===== src/verilog/amb_defines.svh =====
/*
  Register offsets, field positions, reset values and counts of the
  acceleration mode and buffer core. Assumes byte addressing, one word per register.
*/
`ifndef AMB_DEFINES_SVH
`define AMB_DEFINES_SVH

// ****************************************
// register byte offsets
// ****************************************
`define AMB_OFS_STATUS   6'h00
`define AMB_OFS_MODE     6'h04
`define AMB_OFS_X        6'h08
`define AMB_OFS_Y        6'h0c
`define AMB_OFS_Z        6'h10
`define AMB_OFS_TEMP     6'h14
`define AMB_OFS_BUFDATA  6'h18
`define AMB_OFS_BUFCNT   6'h1c
`define AMB_OFS_INTEN    6'h20
`define AMB_OFS_INTSRC   6'h24
`define AMB_OFS_MDCTRL   6'h28
`define AMB_OFS_MDTH     6'h2c
`define AMB_OFS_MDDIR    6'h30
`define AMB_OFS_FFTH     6'h34

// ****************************************
// field positions
// ****************************************
`define AMB_ST_CHECKSUM_ERROR_FLAG      0
`define AMB_ST_LOADED    1
`define AMB_ST_VALID     2
`define AMB_MODE_FFD     3
`define AMB_MODE_BUFEN   4
`define AMB_MODE_BUFQ    5
`define AMB_SRC_MOTION   0
`define AMB_SRC_FF       1
`define AMB_SRC_BUF      2

// ****************************************
// reset values and counts
// ****************************************
`define AMB_FF_TH_RST    13'h00c8
`define AMB_MD_TH_RST    8'h40
`define AMB_NVM_LAST     2'h3
`define AMB_NVM_LAT      2'h3
`define AMB_TURNON       8'h10
`define AMB_FF_SAMPLES   4'h4
`define AMB_LP_SHIFT     3'h2
`define AMB_NB_SHIFT     3'h3
`define AMB_WB_SHIFT     3'h1
`define AMB_BASE_SHIFT   3'h4

`endif


===== src/verilog/amb_pkg.sv =====
/*
  Types of the acceleration mode and buffer core.
  Assumes the defines header is compiled alongside.
*/
package amb_pkg;

  typedef logic signed [12:0] amb_smp_t;
  typedef amb_smp_t [2:0]     amb_axes_t;

  typedef struct packed {
    logic       clk;
    amb_axes_t  acc;
    logic [8:0] temp;
    logic [7:0] nvm;
  } amb_pins_t;

  typedef enum logic [2:0] {
    AMB_NORMAL = 3'b000,
    AMB_OPT2   = 3'b001,
    AMB_OPT1   = 3'b010,
    AMB_MOTION = 3'b011
  } amb_mode_t;

  typedef enum logic [1:0] {
    LD_REQ  = 2'b00,
    LD_WAIT = 2'b01,
    LD_DONE = 2'b10
  } amb_load_t;

endpackage : amb_pkg


===== src/verilog/amb_core.sv =====
/*
  Control core of a three-axis acceleration sensor: start-up load with
  checksum, measurement modes, motion and free-fall detection, interrupt,
  temperature and sample ring buffer, all behind an Avalon-MM slave.
  Assumes sensor pins change away from the rising edge of SAMPLE_CLK.
*/
// Notes on behaviour
// - reset leaves normal mode, data always readable
// - motion in motion mode raises interrupt
// - per-axis threshold, enable-any and require-all trigger
// - detected motion direction held for reading
// - motion mode freezes acceleration results
// - enabled free-fall detection raises interrupt
// - free-fall runs beside measurement
// - interrupt only from enabled sources
// - interrupt source readable in interrupt source register
// - nine-bit temperature readable
// - buffer returns oldest of 64 first
// - independent read and write pointers
// - full buffer overwrites the oldest sample
// - interrupt at half or three-quarter fill
// - repeated reads drain buffer back to back
// - samples enter at sensor rate only
// - load calibration from non-volatile store
// - checksum sets or clears error flag
// - data flows to outputs, valid after turn-on
// - bypass mode skips low-pass filter
// - option one bypass/narrow/absent, option two wide
// - codes 010 and 001 pick option modes
// - code 011 picks motion detection
// - narrow band filters harder, halves rate
`include "amb_defines.svh"
`timescale 1ns/100ps
module amb_core
  import amb_pkg::*;
#(
  parameter int   DEPTH     = 64,
  parameter int   OPT1_KIND = 1,
  parameter bit   OPT2_EN   = 1'b0,
  parameter bit   TEMP_EN   = 1'b1
) (
  // clock and reset
  input  wire logic        CLK,
  input  wire logic        RST,
  // avalon-mm slave
  input  wire logic [5:0]  AVS_ADDRESS,
  input  wire logic        AVS_READ,
  input  wire logic        AVS_WRITE,
  input  wire logic [31:0] AVS_WRITEDATA,
  output logic      [31:0] AVS_READDATA,
  output logic             AVS_WAITREQUEST,
  // sensor pins
  input  wire logic        SAMPLE_CLK,
  input  wire amb_axes_t   ACC_IN,
  input  wire logic [8:0]  TEMP_IN,
  // non-volatile store
  output logic      [1:0]  NVM_ADDR,
  output logic             NVM_RD,
  input  wire logic [7:0]  NVM_DATA,
  // interrupt
  output logic             INT
);
  localparam int AW = $clog2(DEPTH);

  amb_pins_t    pins;
  logic         clk_d;
  logic         tick;
  amb_load_t    ld_state;
  logic [1:0]   ld_idx;
  logic [1:0]   ld_lat;
  logic [7:0]   ld_sum;
  logic [7:0]   cal [3];
  logic         loaded;
  logic         checksum_error_flag;
  amb_mode_t    mode;
  logic         ff_en;
  logic         buf_en;
  logic         buf_q;
  logic [2:0]   int_en;
  logic [2:0]   int_src;
  logic [2:0]   md_en;
  logic [2:0]   md_req;
  logic [7:0]   md_th [3];
  logic [2:0]   md_dir;
  amb_smp_t     ff_th;
  amb_axes_t    acc;
  amb_axes_t    base;
  amb_axes_t    raw;
  amb_axes_t    next_acc;
  amb_axes_t    next_base;
  logic [2:0]   hit;
  logic [2:0]   low;
  logic [2:0]   shift;
  logic [8:0]   temp;
  logic         dec;
  logic [7:0]   valid_cnt;
  logic [3:0]   ff_cnt;
  logic         md;
  logic         upd;
  logic         md_evt;
  logic         ff_evt;
  logic         buf_evt;
  logic         above;
  logic         above_d;
  logic [1:0]   buf_axis;
  logic [38:0]  buf_rdata;
  logic [AW:0]  buf_count;
  logic         buf_pop;
  logic         acc_req;
  logic [31:0]  rdata;

  // ****************************************
  // pin capture and sample tick
  // ****************************************
  amb_sync2 #(.W($bits(amb_pins_t))) u_sync (
    .clk (CLK),
    .d   ({SAMPLE_CLK, ACC_IN, TEMP_IN, NVM_DATA}),
    .q   (pins)
  );

  always_ff @(posedge CLK) begin
    clk_d <= RST ? 1'b0 : pins.clk;
  end
  // samples advance on the sensor clock only, never on bus traffic
  assign tick = pins.clk && !clk_d;

  // ****************************************
  // start-up load and checksum
  // ****************************************
  always_ff @(posedge CLK) begin
    if (RST) begin
      ld_state <= LD_REQ;
      ld_idx   <= 2'h0;
      ld_lat   <= 2'h0;
      ld_sum   <= 8'h00;
      NVM_RD   <= 1'b0;
      NVM_ADDR <= 2'h0;
      loaded   <= 1'b0;
      checksum_error_flag     <= 1'b0;
    end else begin
      unique case (ld_state)
        LD_REQ: begin
          NVM_RD   <= 1'b1;
          NVM_ADDR <= ld_idx;
          ld_lat   <= 2'h0;
          ld_state <= LD_WAIT;
        end
        LD_WAIT: begin
          ld_lat <= ld_lat + 1'b1;
          if (ld_lat == `AMB_NVM_LAT) begin
            if (ld_idx == `AMB_NVM_LAST) begin
              checksum_error_flag     <= ld_sum != pins.nvm;
              loaded   <= 1'b1;
              NVM_RD   <= 1'b0;
              ld_state <= LD_DONE;
            end else begin
              ld_sum   <= ld_sum + pins.nvm;
              ld_idx   <= ld_idx + 1'b1;
              ld_state <= LD_REQ;
            end
          end
        end
        LD_DONE: ld_state <= LD_DONE;
        default: ld_state <= LD_REQ;
      endcase
    end
  end

  always_ff @(posedge CLK) begin
    if (RST) begin
      cal <= '{default: 8'h00};
    end else if (ld_state == LD_WAIT && ld_lat == `AMB_NVM_LAT && ld_idx != `AMB_NVM_LAST) begin
      cal[ld_idx] <= pins.nvm;
    end
  end

  // ****************************************
  // signal channel
  // ****************************************
  function automatic amb_smp_t lp(amb_smp_t p, amb_smp_t x, logic [2:0] sh);
    logic signed [13:0] d;
    d = 14'(x) - 14'(p);
    return amb_smp_t'(p + 13'(d >>> sh));
  endfunction : lp

  function automatic logic [12:0] mag(amb_smp_t v);
    return v[12] ? 13'(-v) : 13'(v);
  endfunction : mag

  assign md = mode == AMB_MOTION;

  always_comb begin
    shift = `AMB_LP_SHIFT;
    unique case (mode)
      AMB_OPT1:   shift = (OPT1_KIND == 2) ? `AMB_NB_SHIFT : `AMB_LP_SHIFT;
      AMB_OPT2:   shift = `AMB_WB_SHIFT;
      AMB_NORMAL: shift = `AMB_LP_SHIFT;
      AMB_MOTION: shift = `AMB_LP_SHIFT;
    endcase
  end

  always_comb begin
    for (int i = 0; i < 3; i++) begin
      raw[i]       = amb_smp_t'(pins.acc[i] + {{5{cal[i][7]}}, cal[i]});
      next_base[i] = lp(base[i], raw[i], `AMB_BASE_SHIFT);
      if (mode == AMB_OPT1 && OPT1_KIND == 1) begin
        next_acc[i] = raw[i];
      end else begin
        next_acc[i] = lp(acc[i], raw[i], shift);
      end
      hit[i] = mag(amb_smp_t'(raw[i] - base[i])) > {5'h00, md_th[i]};
      low[i] = mag(raw[i]) < 13'(ff_th);
    end
  end

  // narrow band keeps every second result
  assign upd = tick && loaded && !md && !(mode == AMB_OPT1 && OPT1_KIND == 2 && dec);

  always_ff @(posedge CLK) begin
    if (RST) begin
      acc       <= '0;
      base      <= '0;
      dec       <= 1'b0;
      valid_cnt <= 8'h00;
      temp      <= 9'h000;
    end else if (tick && loaded) begin
      dec <= ~dec;
      if (TEMP_EN) begin
        temp <= pins.temp;
      end
      if (md) begin
        base <= next_base;
      end else if (upd) begin
        acc <= next_acc;
        if (valid_cnt != `AMB_TURNON) begin
          valid_cnt <= valid_cnt + 1'b1;
        end
      end
    end
  end

  // ****************************************
  // motion and free-fall detection
  // ****************************************
  assign md_evt = tick && loaded && md && |(hit & md_en)
                  && ((hit & md_req) == md_req);

  always_ff @(posedge CLK) begin
    if (RST) begin
      md_dir <= 3'h0;
    end else if (md_evt) begin
      md_dir <= hit;
    end
  end

  // free-fall watches the same samples, so measurement keeps running
  assign ff_evt = tick && loaded && ff_en && !md && &low
                  && ff_cnt == `AMB_FF_SAMPLES - 1'b1;

  always_ff @(posedge CLK) begin
    if (RST) begin
      ff_cnt <= 4'h0;
    end else if (tick && loaded) begin
      if (!ff_en || md || !(&low)) begin
        ff_cnt <= 4'h0;
      end else if (ff_cnt != `AMB_FF_SAMPLES) begin
        ff_cnt <= ff_cnt + 1'b1;
      end
    end
  end

  // ****************************************
  // ring buffer
  // ****************************************
  amb_ring #(.W(39), .DEPTH(DEPTH)) u_ring (
    .clk   (CLK),
    .rst   (RST),
    .push  (upd && buf_en),
    .wdata (next_acc),
    .pop   (buf_pop),
    .rdata (buf_rdata),
    .count (buf_count)
  );

  assign above   = buf_count >= (buf_q ? (AW+1)'(DEPTH * 3 / 4) : (AW+1)'(DEPTH / 2));
  assign buf_evt = above && !above_d;
  assign acc_req = (AVS_READ || AVS_WRITE) && AVS_WAITREQUEST;
  assign buf_pop = acc_req && AVS_READ && AVS_ADDRESS == `AMB_OFS_BUFDATA
                   && buf_axis == 2'h2;

  always_ff @(posedge CLK) begin
    if (RST) begin
      above_d  <= 1'b0;
      buf_axis <= 2'h0;
    end else begin
      above_d <= above;
      if (acc_req && AVS_READ && AVS_ADDRESS == `AMB_OFS_BUFDATA && buf_count != '0) begin
        buf_axis <= (buf_axis == 2'h2) ? 2'h0 : buf_axis + 1'b1;
      end
    end
  end

  // ****************************************
  // interrupt
  // ****************************************
  always_ff @(posedge CLK) begin
    if (RST) begin
      int_src <= 3'h0;
      INT     <= 1'b0;
    end else begin
      // a new event wins over the clear of a source read
      int_src <= (int_src & ((acc_req && AVS_READ && AVS_ADDRESS == `AMB_OFS_INTSRC)
                 ? 3'h0 : 3'h7)) | ({buf_evt, ff_evt, md_evt} & int_en);
      INT     <= |(int_src & int_en);
    end
  end

  // ****************************************
  // register file
  // ****************************************
  always_ff @(posedge CLK) begin
    if (RST) begin
      mode   <= AMB_NORMAL;
      ff_en  <= 1'b0;
      buf_en <= 1'b0;
      buf_q  <= 1'b0;
      int_en <= 3'h0;
      md_en  <= 3'h0;
      md_req <= 3'h0;
      md_th  <= '{default: `AMB_MD_TH_RST};
      ff_th  <= `AMB_FF_TH_RST;
    end else if (acc_req && AVS_WRITE) begin
      unique case (AVS_ADDRESS)
        `AMB_OFS_MODE: begin
          // unavailable option codes are ignored, mode stays
          if (AVS_WRITEDATA[2:0] == AMB_NORMAL || AVS_WRITEDATA[2:0] == AMB_MOTION
              || (AVS_WRITEDATA[2:0] == AMB_OPT1 && OPT1_KIND != 0)
              || (AVS_WRITEDATA[2:0] == AMB_OPT2 && OPT2_EN)) begin
            mode <= amb_mode_t'(AVS_WRITEDATA[2:0]);
          end
          ff_en  <= AVS_WRITEDATA[`AMB_MODE_FFD];
          buf_en <= AVS_WRITEDATA[`AMB_MODE_BUFEN];
          buf_q  <= AVS_WRITEDATA[`AMB_MODE_BUFQ];
        end
        `AMB_OFS_INTEN:  int_en <= AVS_WRITEDATA[2:0];
        `AMB_OFS_MDCTRL: begin
          md_en  <= AVS_WRITEDATA[2:0];
          md_req <= AVS_WRITEDATA[5:3];
        end
        `AMB_OFS_MDTH: begin
          for (int i = 0; i < 3; i++) begin
            md_th[i] <= AVS_WRITEDATA[8*i +: 8];
          end
        end
        `AMB_OFS_FFTH:   ff_th <= AVS_WRITEDATA[12:0];
        default:         ff_th <= ff_th;
      endcase
    end
  end

  always_comb begin
    rdata = 32'h0000_0000;
    unique case (AVS_ADDRESS)
      `AMB_OFS_STATUS:  rdata = {29'h0, valid_cnt == `AMB_TURNON, loaded, checksum_error_flag};
      `AMB_OFS_MODE:    rdata = {26'h0, buf_q, buf_en, ff_en, mode};
      `AMB_OFS_X:       rdata = {19'h0, acc[0]};
      `AMB_OFS_Y:       rdata = {19'h0, acc[1]};
      `AMB_OFS_Z:       rdata = {19'h0, acc[2]};
      `AMB_OFS_TEMP:    rdata = {23'h0, temp};
      `AMB_OFS_BUFDATA: rdata = (buf_count == '0 || md) ? 32'h0 : {19'h0, buf_rdata[13*buf_axis +: 13]};
      `AMB_OFS_BUFCNT:  rdata = 32'(buf_count);
      `AMB_OFS_INTEN:   rdata = {29'h0, int_en};
      `AMB_OFS_INTSRC:  rdata = {29'h0, int_src};
      `AMB_OFS_MDCTRL:  rdata = {26'h0, md_req, md_en};
      `AMB_OFS_MDTH:    rdata = {8'h0, md_th[2], md_th[1], md_th[0]};
      `AMB_OFS_MDDIR:   rdata = {29'h0, md_dir};
      `AMB_OFS_FFTH:    rdata = {19'h0, ff_th};
      default:          rdata = 32'h0000_0000;
    endcase
  end

  // one wait cycle on every access, answer in the next
  always_ff @(posedge CLK) begin
    if (RST) begin
      AVS_WAITREQUEST <= 1'b1;
      AVS_READDATA    <= 32'h0000_0000;
    end else begin
      AVS_WAITREQUEST <= !acc_req;
      if (acc_req && AVS_READ) begin
        AVS_READDATA <= rdata;
      end
    end
  end
endmodule : amb_core


===== src/verilog/amb_sync2.sv =====
/*
  Two flip-flop synchroniser for a bundle of pin levels.
  Assumes bits of the bundle are sampled only when stable.
*/
`timescale 1ns/100ps
module amb_sync2 #(
  parameter int W = 1
) (
  input  wire logic         clk,
  input  wire logic [W-1:0] d,
  output logic      [W-1:0] q
);
  logic [W-1:0] meta;

  always_ff @(posedge clk) begin
    meta <= d;
    q    <= meta;
  end
endmodule : amb_sync2


===== src/verilog/amb_ring.sv =====
/*
  Ring buffer with separate read and write pointers; a push into a full
  buffer drops the oldest entry. Assumes DEPTH is a power of two.
*/
`timescale 1ns/100ps
module amb_ring #(
  parameter int W     = 39,
  parameter int DEPTH = 64,
  localparam int AW   = $clog2(DEPTH)
) (
  input  wire logic          clk,
  input  wire logic          rst,
  input  wire logic          push,
  input  wire logic [W-1:0]  wdata,
  input  wire logic          pop,
  output logic      [W-1:0]  rdata,
  output logic      [AW:0]   count
);
  logic [W-1:0]  mem [DEPTH];
  logic [AW-1:0] wptr;
  logic [AW-1:0] rptr;
  logic          full;
  logic          take;

  assign full  = count == (AW+1)'(DEPTH);
  assign take  = pop && count != '0;
  assign rdata = mem[rptr];

  always_ff @(posedge clk) begin
    if (push) begin
      mem[wptr] <= wdata;
    end
  end

  always_ff @(posedge clk) begin
    if (rst) begin
      wptr  <= '0;
      rptr  <= '0;
      count <= '0;
    end else begin
      if (push) begin
        wptr <= wptr + 1'b1;
      end
      if (take || (push && full)) begin
        rptr <= rptr + 1'b1;
      end
      if (push && !full && !take) begin
        count <= count + 1'b1;
      end else if (take && !push) begin
        count <= count - 1'b1;
      end
    end
  end
endmodule : amb_ring


===== config.mk =====
export PLATFORM = sky130hd
export DESIGN_NAME = amb_core
export DESIGN_NICKNAME = d
export VERILOG_FILES = /design/src/verilog/amb_pkg.sv /design/src/verilog/amb_core.sv /design/src/verilog/amb_sync2.sv /design/src/verilog/amb_ring.sv
export VERILOG_INCLUDE_DIRS = /design/src /design/src/verilog
export SDC_FILE = /design/constraint.sdc
export NUM_CORES = 2
export LEC_CHECK = 0
export BUFFER_PORTS_ARGS = -buffer_cell sky130_fd_sc_hd__buf_2
export CAP_MARGIN = 20
export CORE_ASPECT_RATIO = 1.5
export CORE_MARGIN = 2
export CORE_UTILIZATION = 38
export CTS_CLUSTER_DIAMETER = 100
export CTS_CLUSTER_SIZE = 24
export DETAILED_ROUTE_END_ITERATION = 8
export SLEW_MARGIN = 10
export SYNTH_ARGS = -nofsm -noshare
export SYNTH_HDL_FRONTEND = slang
export SYNTH_SLANG_ARGS = --single-unit

===== constraint.sdc =====
create_clock -name CLK -period 10.3 [get_ports CLK]
set_clock_uncertainty 0.05 [all_clocks]
set_input_delay 3.09 -clock CLK [delete_from_list [all_inputs] [get_ports CLK]]
set_output_delay 3.09 -clock CLK [all_outputs]
set_load 0.02 [all_outputs]

==> results.py <==
metrics = {
    "drt": {
        "vias_per_cell": 5.673,
        "drt_iter0_drc": 6135,
        "drc": 1,
        "drt-total-wl_um": 328000,
        "num_vias": 62602,
        "drtPass1Iterations": 9,
        "ant_nets": 0,
        "wl_per_cell_um": 29.72,
    },
    "finish": {
        "postLayoutCoreUtil": 0.4177,
        "final_cells": 11036,
        "final_area_um2": 130100,
        "nets": 7210,
        "final_common_cell": "edfxtp_1",
        "final_cell_mix": "edfxtp_1 (2,496), mux4_2 (804), dfxtp_1 (363)",
        "drive_gt1_frac": 0.2081,
        "areaGrowthSynthToFinish_pct": 9.347,
    },
    "worst_setup_path": {
        "r2r_start": "cal[0]",
        "crit_type": "flop to flop",
        "crit_path_frequent_cell": "a21oi_1",
        "crit_required_ns": 11.02,
        "worst-r2r-cell-count": 28,
        "worstSetupStartpointType": "flop",
        "path_max_fanout": 11,
        "worstPathArrival_ns": 8.41,
        "r2r-end": "int_src[0]",
        "worst_path_max_delay_cell": "xor2_1",
        "critPathCaptureType": "flop",
        "rrSetupSlack_ns": 2.60,
        "max_stage_delay_ns": 0.95,
    },
    "yosys": {
        "synth_compound_area_frac": 0.04108,
        "ys_types": 87,
        "syn_area_per_cell_um2": 17.89,
        "synth_seq_area_share": 0.6920,
        "yosys_register_bits": 2865,
        "synthMuxAreaShare": 0.1601,
        "async_flop_share": 0,
        "synth_fa_ha_area_frac": 0.03192,
        "syn_area_um2": 119000,
        "synth_edf_count": 2496,
        "synth-warning-count": 0,
        "synth_top_family_by_area": "multiplexers",
        "synth_xor_area_frac": 0.01677,
        "synth_flop_cell": "edfxtp_1",
        "yosys.area_share.simple": 0.03908,
        "synthCells": 6652,
    },
    "hold_path": {
        "hold_end": "u_sync.q[42]",
        "hp-class": "flop to flop",
        "hp-start": "u_sync.meta[42]",
        "hold_depth": 0,
    },
    "floorplan": {
        "die_h_um": 689.4,
        "die_area_um2": 317700,
        "rows": 251,
        "die_x_um": 460.9,
        "coreArea_um2": 311500,
        "start_util": 0.3820,
        "ios": 136,
    },
    "timing": {
        "max_slew_margin": 0.1940,
        "drv_slew": 0,
        "period_needed_ns": 7.695,
        "fin_setup_tns_ns": 0,
        "fmax_mhz": 130.0,
        "rsz0062_at_grt": "no",
        "finalCritPeriodShare": 0.7471,
        "hold_violations": 0,
        "setup_viol": 0,
        "worst_slew_pin_slew_ns": 1.205,
    },
    "pwr": {
        "swShare": 0.2181,
        "comb_power_share": 0.052,
        "p_leak_uw": 0.04011,
        "power.internal_uw": 15860,
        "power.switching_uw": 4424,
        "clockPowerShare": 0.312,
        "ir_worst_vdd_mv": 0.1310,
        "p_seq_frac": 0.636,
        "p_per_area_nw_per_um2": 155.9,
    },
    "clock_network": {
        "clk_pin_slew_ns": 0.10,
        "cts_tree": "yes",
        "cts_max_path_buffers": 4,
        "cts_root_buffer": "clkbuf_16",
        "clock-sinks": 2865,
        "htreeDepth": 4,
        "cts_resized": 0,
        "cts_setup_buffers": 0,
        "insertion_delay_ns": 0.88,
        "holdBufCountCts": 0,
        "cts_buffers": 147,
    },
    "global_routing": {
        "grt_max_degree": 100,
        "overflow": 0,
        "grt_pass1_wl_um": 463200,
        "grt_usage": 0.2032,
        "grt_pass1_vias": 63803,
        "antenna_found_initial": 9,
    },
    "flow_run": {
        "maxCapViolations": 0,
    },
    "run_status": {
        "status": "complete, but fails checks",
        "violations": "DRC",
    },
    "placement": {
        "gp_congestion": 0.9263,
        "placed_area_um2": 126000,
        "dpl.hpwl_um": 200000,
        "dp_cells": 10839,
        "numPortBuffers": 119,
    },
}
## cells by family (layout without fill, tap and decap cells)
group | after synthesis | in the layout
adders and majority gates | 294 | 294
other | 1 | 12
and+or+nand+nor | 1041 | 1041
buffers and inverters | 561 | 760
xor gates and xnor gates | 227 | 227
muxes | 895 | 895
DFF | 2865 | 2865
AOI/OAI and AO/OA | 768 | 768
## final cells by class
| cell class | instances | area, um^2 |
|---|---|---|
| Clock inverter | 10 | 147.6 |
| Tap cell | 4174 | 5223 |
| Fill cell | 27545 | 181400 |
| Inverter | 257 | 964.7 |
| Sequential cell | 2865 | 82360 |
| Multi-Input combinational cell | 3233 | 35270 |
| Clock buffer | 177 | 3855 |
| Timing Repair Buffer | 316 | 2288 |
| Antenna cell | 4 | 10.01 |
## routing by layer
layer	track usage	vias to the layer above	wire length [um]	share of wire
met1	0.2345	33402	118200	0.36
li1	-	26610	-	-
met2	0.3756	2037	176200	0.54
met5	0	-	38	0.00012
met3	0.02096	547	15830	0.048
met4	0.09605	6	17740	0.054
## state kept, by name, indices dropped and copies added, names as in the netlist, 4 cells and up, named ones only
name / flops
valid_cnt: 8
md_th: 24
temp: 9
ff_th: 13
ff_cnt: 4
u_ring.count: 7
AVS_READDATA: 24
u_ring.mem: 2496
u_ring.rptr: 6
u_sync.q: 57
acc: 39
base: 39
ld_sum: 8
u_sync.meta: 57
cal: 24
u_ring.wptr: 6
## through the flow
step           setup slack [ns]  total power [uW]  hold WS, ns
3_5_place_dp              2.645             14210       0.2632
5_1_grt                   1.981             20860       0.2834
3_3_place_gp              2.629             14160       0.2657
2_1_floorplan             2.598             13800       0.2596
6_report                  2.605             20280       0.2775
4_1_cts                   2.580             20440       0.2724
## cell usage after synthesis (49+ instances only)
library cell	n	area share
mux2i_1	68	0.0057
edfxtp_1	2496	0.63
xnor2_1	161	0.012
a211oi_1	55	0.0035
o21ai_0	128	0.0054
inv_1	256	0.0081
nand2_1	351	0.011
buf_2	63	0.0026
nand3_1	81	0.0034
a21oi_1	275	0.012
nor2_1	350	0.011
mux4_2	804	0.15
a21o_1	49	0.0031
dfxtp_1	369	0.062
ha_1	274	0.029
xor2_1	65	0.0048
clkbuf_1	186	0.0059
nor3_1	61	0.0026
## power by group through the flow
stage	registers (uW)	logic (uW)	clock network (uW)
2_1_floorplan	13200	614	0
3_3_place_gp	13200	995	0
3_5_place_dp	13200	1040	0
4_1_cts	12900	1050	6490
5_1_grt	12900	1150	6800
6_report	12900	1050	6330
## worst max-delay path: cells and delay by family (launching register included)
family / cells / cell delay (ns)
buf+inv: 1 / 0.52
xor+xnor: 2 / 1.65
flops: 1 / 0.34
simple gates: 4 / 0.42
compound gates: 17 / 3.12
fa+ha+maj: 4 / 1.48
## worst max-delay path by stage
stage / startpoint / endpoint / cells after the start / slack [ns]
after detailed placement: cal[0] / int_src[0] / 28 / 2.64
final: cal[0] / int_src[0] / 28 / 2.60
after CTS: cal[0] / int_src[0] / 28 / 2.58
after global routing: cal[16] / md_dir[0] / 30 / 1.98
after floorplan: cal[8] / u_ring.mem[0][25] / 27 / 2.60
after global placement: cal[8] / int_src[0] / 31 / 2.63
Power figures use the tool's default switching activity.
